## src/cmw_pkg.sv

```systemverilog
// Constants for the card memory window end-address and offset register bank.
// Overview of operation
// Add wait states equal to bits 7-6 to each 16-bit window access.
// End-high bits 5-4 read zero and ignore writes.
// End-high bits 3-0 give end address A23-A20 for window decode.
// Offset-low byte gives offset A19-A12, added in host-to-card translation.
// Window 0 end-high sits at socket offset 813h; windows step by 8h.
// Each offset-low register sits one byte above its end-high register.
// End-low byte gives end A19-A12, forming the 12-bit compared end address.
// Offset-high bits 5-0 give offset A25-A20 above the low byte.
// Reset clears all end-high and offset-low registers of both sockets.
`default_nettype none
package cmw_pkg;
	localparam int          NUM_WIN        = 5;
	localparam int          NUM_CARD       = 2;
	localparam logic [11:0] WIN0_END_HI    = 12'h813;
	localparam logic [11:0] WIN1_END_HI    = 12'h81b;
	localparam logic [11:0] WIN1_OFF_LO    = 12'h81c;
	localparam logic [11:0] WIN2_END_HI    = 12'h823;
	localparam logic [11:0] WIN2_OFF_LO    = 12'h824;
	localparam logic [11:0] WIN3_END_HI    = 12'h82b;
	localparam logic [11:0] WIN3_OFF_LO    = 12'h82c;
	localparam logic [11:0] WIN4_END_HI    = 12'h833;
	localparam logic [11:0] WIN4_OFF_LO    = 12'h834;
	localparam logic [11:0] WIN0_OFF_LO    = 12'h814;
	localparam logic [7:0]  WIN_STRIDE     = 8'h08;
	localparam logic [3:0]  LEGACY_PAGE    = 4'h8;
	localparam logic [7:0]  CARD_A_BASE    = 8'h13;
	localparam logic [7:0]  CARD_B_BASE    = 8'h53;
	localparam int          WAIT_MSB       = 7;
	localparam int          WAIT_LSB       = 6;
	localparam int          NIBBLE_MSB     = 3;
	localparam logic [7:0]  END_HI_RESET   = 8'h00;
	localparam logic [7:0]  OFF_LO_RESET   = 8'h00;
	localparam int          CLK_PERIOD_NS  = 10;
	localparam int          ISA_WS_NS      = 120;
	localparam int          ISA_WS_CYCLES  = (ISA_WS_NS + CLK_PERIOD_NS - 1) / CLK_PERIOD_NS;
	typedef enum logic [2:0] {
		CMW_IDLE = 3'b001,
		CMW_WAIT = 3'b010,
		CMW_DONE = 3'b100
	} cmw_state_e;
endpackage
`default_nettype wire

```

## src/cmw_regs.sv

```systemverilog
// Per-socket end-address high-nibble, wait-state and offset low-byte registers with window access timing.
`timescale 1ns/100ps
`default_nettype none
module cmw_regs #(
	parameter int WS_CYCLES = cmw_pkg::ISA_WS_CYCLES
) (
	input  wire logic                                                clk,
	input  wire logic                                                rst,
	input  wire logic                                                reg_wr,
	input  wire logic                                                reg_rd,
	input  wire logic                                                reg_card,
	input  wire logic [11:0]                                         reg_addr,
	input  wire logic [7:0]                                          reg_wdata,
	output logic [7:0]                                               reg_rdata,
	input  wire logic [cmw_pkg::NUM_CARD-1:0][cmw_pkg::NUM_WIN-1:0][11:0] win_start,
	input  wire logic [cmw_pkg::NUM_CARD-1:0][cmw_pkg::NUM_WIN-1:0][7:0]  win_end_lo,
	input  wire logic [cmw_pkg::NUM_CARD-1:0][cmw_pkg::NUM_WIN-1:0][5:0]  offset_addr_top_bits,
	input  wire logic                                                acc_req,
	input  wire logic                                                acc_card,
	input  wire logic                                                acc_wide,
	input  wire logic [11:0]                                         acc_page,
	output logic                                                     acc_busy,
	output logic                                                     acc_done,
	output logic                                                     acc_hit,
	output logic [2:0]                                               acc_win,
	output logic [13:0]                                              acc_card_page
);
	import cmw_pkg::*;

	localparam int CW = $clog2(3 * WS_CYCLES + 2);

	// Register storage: end-high keeps only its live bits; reserved bits are never stored.
	logic [NUM_CARD-1:0][NUM_WIN-1:0][1:0] window_wait_count;
	logic [NUM_CARD-1:0][NUM_WIN-1:0][3:0] end_addr_top_nibble;
	logic [NUM_CARD-1:0][NUM_WIN-1:0][7:0] off_lo;
	logic [NUM_CARD-1:0][NUM_WIN-1:0][7:0] end_hi_view;
	cmw_state_e                             state;
	cmw_state_e                             next_state;
	logic [CW-1:0]                          wait_cnt;
	logic [CW-1:0]                          next_wait_cnt;

	// Decode a socket offset into window index and register kind (0 end-high, 1 offset-low).
	function automatic logic [4:0] decode_reg(input logic [11:0] addr);
		logic [7:0] rel;
		logic       ok;
		rel = addr[7:0] - WIN0_END_HI[7:0];
		ok = (addr[11:8] == LEGACY_PAGE) && (rel[2:1] == 2'b00) && (rel[7:3] < 5'(NUM_WIN));
		return {ok, rel[5:3], rel[0]};
	endfunction

	wire logic [4:0] dec      = decode_reg(reg_addr);
	wire logic       dec_ok   = dec[4];
	wire logic [2:0] dec_win  = dec[3:1];
	wire logic       dec_off  = dec[0];
	wire logic [7:0] rd_end   = end_hi_view[reg_card][dec_win];
	wire logic [7:0] rd_off   = off_lo[reg_card][dec_win];
	wire logic [7:0] rd_value = !dec_ok ? 8'h00 : (dec_off ? rd_off : rd_end);
	wire logic       wr_end   = reg_wr && dec_ok && !dec_off;
	wire logic       wr_off   = reg_wr && dec_ok && dec_off;

	// Read view of end-high: reserved bits 5-4 are tied to zero.
	always_comb begin
		for (int c = 0; c < NUM_CARD; c++) begin
			for (int w = 0; w < NUM_WIN; w++) begin
				end_hi_view[c][w] = {window_wait_count[c][w], 2'b00, end_addr_top_nibble[c][w]};
			end
		end
	end

	// Register writes; the bits 5-4 of write data are dropped on purpose.
	always_ff @(posedge clk) begin
		if (rst) begin
			window_wait_count <= '0;
			end_addr_top_nibble <= '0;
			off_lo <= '0;
		end else begin
			if (wr_end) begin
				window_wait_count[reg_card][dec_win] <= reg_wdata[WAIT_MSB:WAIT_LSB];
				end_addr_top_nibble[reg_card][dec_win] <= reg_wdata[NIBBLE_MSB:0];
			end
			if (wr_off) begin
				off_lo[reg_card][dec_win] <= reg_wdata;
			end
		end
	end

	// Read data is registered so the output comes straight from a flip-flop; unmapped reads give zero.
	always_ff @(posedge clk) begin
		if (rst) begin
			reg_rdata <= 8'h00;
		end else if (reg_rd) begin
			reg_rdata <= rd_value;
		end
	end

	// Window search for the card named by the access.
	logic        m_hit;
	logic [2:0]  m_win;
	logic [13:0] m_page;
	logic [1:0]  m_ws;

	cmw_win_match u_match (
		.host_page  (acc_page),
		.start_page (win_start[acc_card]),
		.end_hi     (end_hi_view[acc_card]),
		.end_lo     (win_end_lo[acc_card]),
		.off_lo     (off_lo[acc_card]),
		.off_top    (offset_addr_top_bits[acc_card]),
		.hit        (m_hit),
		.win        (m_win),
		.card_page  (m_page),
		.wait_count (m_ws)
	);

	// Extra cycles for this access: only 16-bit hits are stretched by the wait-state field.
	wire logic [CW-1:0] ws_len  = CW'(m_ws) * CW'(WS_CYCLES);
	wire logic [CW-1:0] add_len = (m_hit && acc_wide) ? ws_len : '0;
	wire logic          take    = acc_req && (state == CMW_IDLE);

	// Access sequencer: requests made while busy are ignored, busy tells the requester to hold off.
	always_comb begin
		next_state = state;
		next_wait_cnt = wait_cnt;
		unique case (state)
			CMW_IDLE: begin
				if (take) begin
					next_wait_cnt = add_len;
					next_state = (add_len == '0) ? CMW_DONE : CMW_WAIT;
				end
			end
			CMW_WAIT: begin
				next_wait_cnt = wait_cnt - CW'(1);
				if (wait_cnt == CW'(1)) begin
					next_state = CMW_DONE;
				end
			end
			CMW_DONE: begin
				next_state = CMW_IDLE;
			end
		endcase
	end

	always_ff @(posedge clk) begin
		if (rst) begin
			state <= CMW_IDLE;
			wait_cnt <= '0;
		end else begin
			state <= next_state;
			wait_cnt <= next_wait_cnt;
		end
	end

	// Result of the decode is captured when the request is taken and held until the next one.
	always_ff @(posedge clk) begin
		if (rst) begin
			acc_hit <= 1'b0;
			acc_win <= 3'h0;
			acc_card_page <= 14'h0000;
		end else if (take) begin
			acc_hit <= m_hit;
			acc_win <= m_win;
			acc_card_page <= m_page;
		end
	end

	// Status outputs registered from the next state so they line up with the sequencer.
	always_ff @(posedge clk) begin
		if (rst) begin
			acc_busy <= 1'b0;
			acc_done <= 1'b0;
		end else begin
			acc_busy <= (next_state != CMW_IDLE);
			acc_done <= (next_state == CMW_DONE);
		end
	end
endmodule
`default_nettype wire

```

## src/cmw_win_match.sv

```systemverilog
// Window hit search and host-to-card page translation for one card's windows.
`timescale 1ns/100ps
`default_nettype none
module cmw_win_match (
	input  wire logic [11:0]                       host_page,
	input  wire logic [cmw_pkg::NUM_WIN-1:0][11:0] start_page,
	input  wire logic [cmw_pkg::NUM_WIN-1:0][7:0]  end_hi,
	input  wire logic [cmw_pkg::NUM_WIN-1:0][7:0]  end_lo,
	input  wire logic [cmw_pkg::NUM_WIN-1:0][7:0]  off_lo,
	input  wire logic [cmw_pkg::NUM_WIN-1:0][5:0]  off_top,
	output logic                                   hit,
	output logic [2:0]                             win,
	output logic [13:0]                            card_page,
	output logic [1:0]                             wait_count
);
	import cmw_pkg::*;

	// Lowest-numbered window wins when windows overlap, so software sees a fixed priority.
	always_comb begin
		logic [11:0] end_page;
		logic [13:0] offset;
		end_page = 12'h000;
		offset = 14'h0000;
		hit = 1'b0;
		win = 3'h0;
		card_page = 14'h0000;
		wait_count = 2'h0;
		for (int i = NUM_WIN - 1; i >= 0; i--) begin
			end_page = {end_hi[i][NIBBLE_MSB:0], end_lo[i]};
			offset = {off_top[i], off_lo[i]};
			if (host_page >= start_page[i] && host_page <= end_page) begin
				hit = 1'b1;
				win = 3'(i);
				card_page = 14'({2'h0, host_page} + offset);
				wait_count = end_hi[i][WAIT_MSB:WAIT_LSB];
			end
		end
	end
endmodule
`default_nettype wire
```

## config.mk

```make
export PLATFORM = sky130hd
export DESIGN_NAME = cmw_regs
export DESIGN_NICKNAME = d
export VERILOG_FILES = /design/src/cmw_pkg.sv /design/src/cmw_regs.sv /design/src/cmw_win_match.sv
export SDC_FILE = /design/constraint.sdc
export NUM_CORES = 1
export LEC_CHECK = 0
export ABC_CLOCK_PERIOD_IN_PS = 8240
export BUFFER_PORTS_ARGS = -buffer_cell sky130_fd_sc_hd__buf_2
export CAP_MARGIN = 10
export CORE_MARGIN = 4
export CORE_UTILIZATION = 45
export CTS_CLUSTER_DIAMETER = 120
export CTS_CLUSTER_SIZE = 28
export DETAILED_ROUTE_END_ITERATION = 8
export GPL_TIMING_DRIVEN = 0
export PLACE_DENSITY = 0.79
export REMOVE_ABC_BUFFERS = 1
export SKIP_LAST_GASP = 1
export SLEW_MARGIN = 25
export SYNTH_ARGS = -nofsm -noshare
export SYNTH_HDL_FRONTEND = slang
export SYNTH_SLANG_ARGS = --single-unit
```

## constraint.sdc

```tcl
create_clock -name clk -period 8.24 [get_ports clk]
set_input_delay 1.648 -clock clk [delete_from_list [all_inputs] [get_ports clk]]
set_output_delay 1.648 -clock clk [all_outputs]
set_load 0.05 [all_outputs]
```

Word level (Yosys, flattened, before mapping)
Index checks and enable logic that the tools add are counted.
- flip-flop bits (word level): 177
- input bits: 300
- output and inout bits: 28
- word-level logic and storage cells: 151
- $add $sub $neg: 7
- multiply operators: 1
- $lt $le $gt $ge: 16
- equality and inequality tests: 8
- muxes and demuxes: 62
- reduce and logical (&&, ||, !) cells: 19
- operators with widths (kind ; number):
    $mux W40 ; 11
    $mux W60 ; 2
    $bwmux W80 ; 1
    $add A12 B14 Y14 ; 5
    $mux W14 ; 5
    $ge A12 B12 Y1 ; 5
    $le A12 B12 Y1 ; 5
    $mux W30 ; 2
    $bmux W8 S3 ; 2
    $bwmux W40 ; 1
    $demux W40 S1 ; 1
    $mux W8 ; 5
    $demux W8 S3 ; 1
    $mux W3 ; 8
    $bwmux W20 ; 1
    $demux W20 S1 ; 1
    $mux W20 ; 1
    $logic_and A1 B1 Y1 ; 14
    $demux W4 S3 ; 1
    $mux W2 ; 6
    $mux W6 ; 2
    $pmux W6 S2 ; 1
    $demux W10 S1 ; 1
    $mux W10 ; 1
    other kinds (24) ; 30

Logic depth before layout (Yosys ltp)
- depth in word-level cells: 16
- gate-level depth with buffers: 22
- depth with buffers taken out: 16

By module
A second synthesis with hierarchy kept.
- cells, all modules: 1960
- area total of the unflattened synthesis: 16858.7 um2
- by module, submodules not included (module ; times used ; cells an instance ; area each (um2) ; sequential area each (um2)):
    cmw_regs ; 1 ; 1085 ; 10588.9 ; 3543.4
    cmw_win_match ; 1 ; 875 ; 6269.8 ; 0.0

Least setup slack after synthesis
OpenSTA, ideal clock, no wires.
- kind: input-to-reg
- start: in acc_card
- end: reg state[1]
- setup time: 0.116 ns
- arrival time: 6.577 ns
- setup slack: 1.547 ns
- stages: 21
- buffers on the path: 6
- cell sequence: clkbuf_1 -> buf_2 -> buf_1 -> clkbuf_1 -> buf_1 -> mux2_2 -> ha_1 -> nand2b_1 -> a2111oi_0 -> o211ai_1 -> a211oi_1 -> nor3_2 -> clkbuf_1 -> a2111oi_0 -> o22ai_1 -> ha_1 -> nor2_1 -> nand2_1 -> a211oi_1 -> a21bo_2 -> a41o_1
- word-level cells in the longest chain between the ends: 15
- ends and longest elaborated chain (item ; RTL line ; source):
    from (decl) ; cmw_regs.sv:19 ; input wire logic acc_card,
    $mux W60 (not written as such), or another cell as far along (2 in a row) ; cmw_regs.sv:104 ; .start_page (win_start[acc_card]),
    $ge A12 B12 Y1 / $le A12 B12 Y1 (equally long branches) ; cmw_win_match.sv:31 ; if (host_page >= start_page[i] && host_page <= end_page) begin
    $logic_and A1 B1 Y1 ; cmw_win_match.sv:31 ;
    $mux W2 / $mux W1 (equally long branches) (5 in a row) ; cmw_win_match.sv:31 ;
    $mul A2 B2 Y4 / $logic_and A1 B1 Y1 (equally long branches) ; cmw_regs.sv:116, cmw_regs.sv:117 ;
    $mux W6 (*) ; cmw_regs.sv:117 ; wire logic [CW-1:0] add_len = (m_hit && acc_wide) ? ws_len : '0;
    $logic_not A6 Y1 (*) ; cmw_regs.sv:128 ; next_state = (add_len == '0) ? CMW_DONE : CMW_WAIT;
    $mux W3 (*) ; cmw_regs.sv:128 ;
    $mux W3 (*) ; cmw_regs.sv:126 ; if (take) begin
    $pmux W3 S3 (*) ; cmw_regs.sv:124 ; unique case (state)
    to (signal assigned) ; cmw_regs.sv:148 ; state <= next_state;
    to (decl) ; cmw_regs.sv:37 ; cmw_state_e state;
Mark *: on every way between the ends. The rest lies on a longest branch, timed or not. The select of a mux whose other input is x is not followed.
A chain may end at the register's enable or synchronous reset.

Worst setup path after layout
- start: in acc_card
- end: reg acc_done
- word-level cells in the longest chain between the ends: 16
- ends and longest elaborated chain (item ; RTL line ; source):
    $mux W60 (not written as such), or another cell as far along (2 in a row) ; cmw_regs.sv:104 ;
    $ge A12 B12 Y1 / $le A12 B12 Y1 (equally long branches) ; cmw_win_match.sv:31 ;
    $logic_and A1 B1 Y1 ; cmw_win_match.sv:31 ;
    $mux W2 / $mux W1 (equally long branches) (5 in a row) ; cmw_win_match.sv:31 ;
    $mul A2 B2 Y4 / $logic_and A1 B1 Y1 (equally long branches) ; cmw_regs.sv:116, cmw_regs.sv:117 ;
    $mux W6 (*) ; cmw_regs.sv:117 ;
    $logic_not A6 Y1 (*) ; cmw_regs.sv:128 ;
    $mux W3 (*) ; cmw_regs.sv:128 ;
    $mux W3 (*) ; cmw_regs.sv:126 ;
    $pmux W3 S3 (*) ; cmw_regs.sv:124 ;
    $eq A3 B3 Y1 (*) ; cmw_regs.sv:173 ; acc_done <= (next_state == CMW_DONE);
    to (signal assigned) ; cmw_regs.sv:173 ;
    to (decl) ; cmw_regs.sv:23 ; output logic acc_done,
Marked as above.

==> impl_metrics.yaml <==
critical_path:
  cp_common_cell: "a21o_1"
  cpPeakStageDelay_ns: 0.82
  cp-end-kind: "register"
  crit_path_end: "acc_done"
  timing.critical_path.from: "acc_card"
  rr_endpoint: "acc_done"
  startpoint_of_the_lowest_slack_register_to_register_path: "end_addr_top_nibble[19]"
  regToRegSetupSlack_ns: 3.36
  rr_worst_depth: 15
  start_kind: "input pin"
  cp_buf_inv_count: 2
  timing.setup.critical_path_class: "in2reg"
  crit_required_ns: 8.58
  worst_path_dominant_cell_family: "compound AO/OA/AOI/OAI gates"
  cp_num_cells: 17
  timing.critical_path.arrival_ns: 7.04
  slowest_stage: "nor3_2"
  timing.critical_path.cells: "buf_8, buf_16, mux2i_1, ha_1, a21o_1, a21o_1, a21o_1, a2111oi_2, o22ai_1, nor3_2, a2111oi_0, o22ai_1, ha_1, nand2_1, a211oi_1, a21bo_2, o31ai_1"
  critPathMaxFanout: 87
grt:
  grt_usage: 0.299
  via_count_of_the_first_global_routing_pass: 16400
  antenna_found_initial: 8
  largest_net_degree_at_the_start_of_global_routing: 95
  grt_remaining_overflow: 0
  global_route_wire_length_before_repair_um: 92200
place:
  detailed_place_hpwl_um: 46600
  globalplace.congestion: 0.937
  io_buffer_count: 327
  detailedPlace.worstSlack_ns: 0.894
  placed_area_um2: 18000
synth:
  syn_avg_cell_area_um2: 7.94
  synth_cells: 2015
  netlist_area_um2: 16000
  yosys.cell_types.count: 75
  yosys_warnings: 0
  synthArstFlopShare: 0
  most_used_dff_post_synth: "dfxtp_1"
  synth-edff-count: 0
  synth-seq-area-share: 0.221
  synth_seq_cells: 177
detailed_routing:
  total_detailed_routing_wirelength_um: 61100
  antenna_left: 0
  first_pass_iters: 8
  num_vias: 17200
  viasPerCell: 6.27
  detail_route.iter0.violations: 1960
  remaining_drc_errors: 0
  drt-wirelength-per-cell_um: 22.2
layout:
  final_common_cell: "buf_2"
  layout.cell_area.non_filler_um2: 18600
  area_growth_syn_to_layout_pct: 16.4
  mostFrequentLayoutCells: "329 x buf_2, 277 x nand2_1, 200 x a21oi_1, 185 x ha_1, 177 x dfxtp_1"
  nets: 2762
  layout-drive-gt1-share: 0.214
job:
  drv_cap: 0
timing:
  final_hold_viol_count: 0
  timing_max_transition_violations_final: 0
  min_period_over_period: 0.812
  postLayoutSetupSlackWorst_ns: 1.55
  fin_worst_skew_ns: 0.0143
  maxClockFrequency_mhz: 149
  final-setup-viol-count: 0
  fin_setup_tns_ns: 0
  timing_worst_slew_pin_value_ns: 1.05
  worst_slew_margin_rel: 0.294
  rsz0062_at_grt: "false"
  time_the_final_worst_path_needs_with_i_o_delays_and_setup_ns: 6.69
floorplanning:
  die_y_um: 197
  die-area_um2: 38600
  i_o_pin_cnt: 328
  design.core.area_um2: 34800
  dieWidth_um: 197
  rows: 68
  floorplan.initialDensity: 0.460
cts:
  numClockSinks: 177
  clock-root-buffer: "clkbuf_16"
  total_number_of_h_tree_levels: 4
  worst_path_clk_slew_ns: 0.07
  cts_max_path_bufs: 2
  clock_latency_ns: 0.44
  post_cts_resize_count: 0
  cts.hold.buffers_added: 0
  cts_post_setup_buffers_inserted: 0
  tritoncts_clock_tree: "built"
  tritoncts_buffer_count: 17
hold_path:
  hp-start: "acc_win[1]"
  holdCritPathClass: "reg2reg"
pwr:
  power_total_mw: 2.50
  power_per_cell_area_nw_per_um2: 134
  ir_drop_mv: 0.173
  p_leak_nw: 7.95
status:
  outcome: "finished, final reports clean"
==> where the power goes <==
group	leakage, nW	internal, mW	switching (mW)
clock network	0.281	0.405	0.413
logic	6.24	0.297	0.498
registers	1.43	0.871	0.0120
total	7.95	1.57	0.923
==> flip-flops by register name, indices dropped and copies added, names as in the netlist <==
name and cells:
acc_busy 1, acc_card_page 14, acc_done 1, acc_hit 1, acc_win 3, end_addr_top_nibble 40, end_hi_view 20, off_lo 80
reg_rdata 8, state 3, wait_cnt 6
==> per-stage QoR <==
step | utilization | cells | hold WS [ns]
detailed placement | 0.518 | 2708 | 0.446
global route | 0.535 | 2748 | 0.486
CTS | 0.535 | 2740 | 0.457
finish | 0.535 | 2749 | 0.456
floorplan | - | 1914 | 0.426
global placement | 0.511 | 2696 | 0.440
==> metal layers <==
layer	vias up	GRT usage	part of all wire
li1	8033	-	-
met1	8064	0.395	0.41
met2	988	0.490	0.45
met3	161	0.0455	0.092
met4	0	0.124	0.044
met5	-	0	0
==> tightest hold or removal path, cell delays in order, from the launching register on <==
cell	delay, ns
dfxtp_1	0.31
nand2_1	0.05
a21oi_1	0.05
==> synth_stat cells (25+ instances only) <==
master	count	share of area
nand4_1	27	0.011
o211ai_1	27	0.013
nor3_1	54	0.017
nand2_1	277	0.065
mux2_2	69	0.049
clkbuf_1	79	0.019
ha_1	185	0.14
nand3_1	65	0.020
mux2i_1	164	0.10
dfxtp_1	177	0.22
inv_1	30	0.0070
a211oi_1	26	0.012
nor2_1	153	0.036
a21oi_1	201	0.063
xnor2_1	30	0.016
o22ai_1	40	0.016
o21ai_0	72	0.023
a21o_1	25	0.012
==> how the worst min path moves through the flow <==
stage / cells past startpoint / endpoint / slack [ns]
after floorplan: 2 / off_lo[1] / 0.43
after global placement: 2 / off_lo[7] / 0.44
after detailed placement: 2 / off_lo[1] / 0.45
after CTS: 2 / off_lo[1] / 0.46
after global routing: 2 / off_lo[0] / 0.49
final: 2 / acc_win[1] / 0.46
==> layout make-up <==
type,instances,area [µm²]
clock buffer,18,429
multi-input combinational,1707,12000
antenna,9,22.5
inverter,30,113
fill,3309,16200
timing repair buffer,339,1820
clock inverter,14,141
tap,455,569
sequential,177,3540
==> kinds of logic (layout without fill, tap and decap cells) <==
| logic type | Yosys count | in the layout | synth area share |
|---|---|---|---|
| compound gates | 548 | 548 | 0.221 |
| xor+xnor | 45 | 45 | 0.0246 |
| fa+ha+maj | 190 | 190 | 0.151 |
| buf+inv | 131 | 401 | 0.0326 |
| flops | 177 | 177 | 0.221 |
| mux | 233 | 233 | 0.151 |
| other cells | 0 | 9 | 0 |
| simple gates | 691 | 691 | 0.198 |
Note: power is estimated with default switching activity, not from simulation.
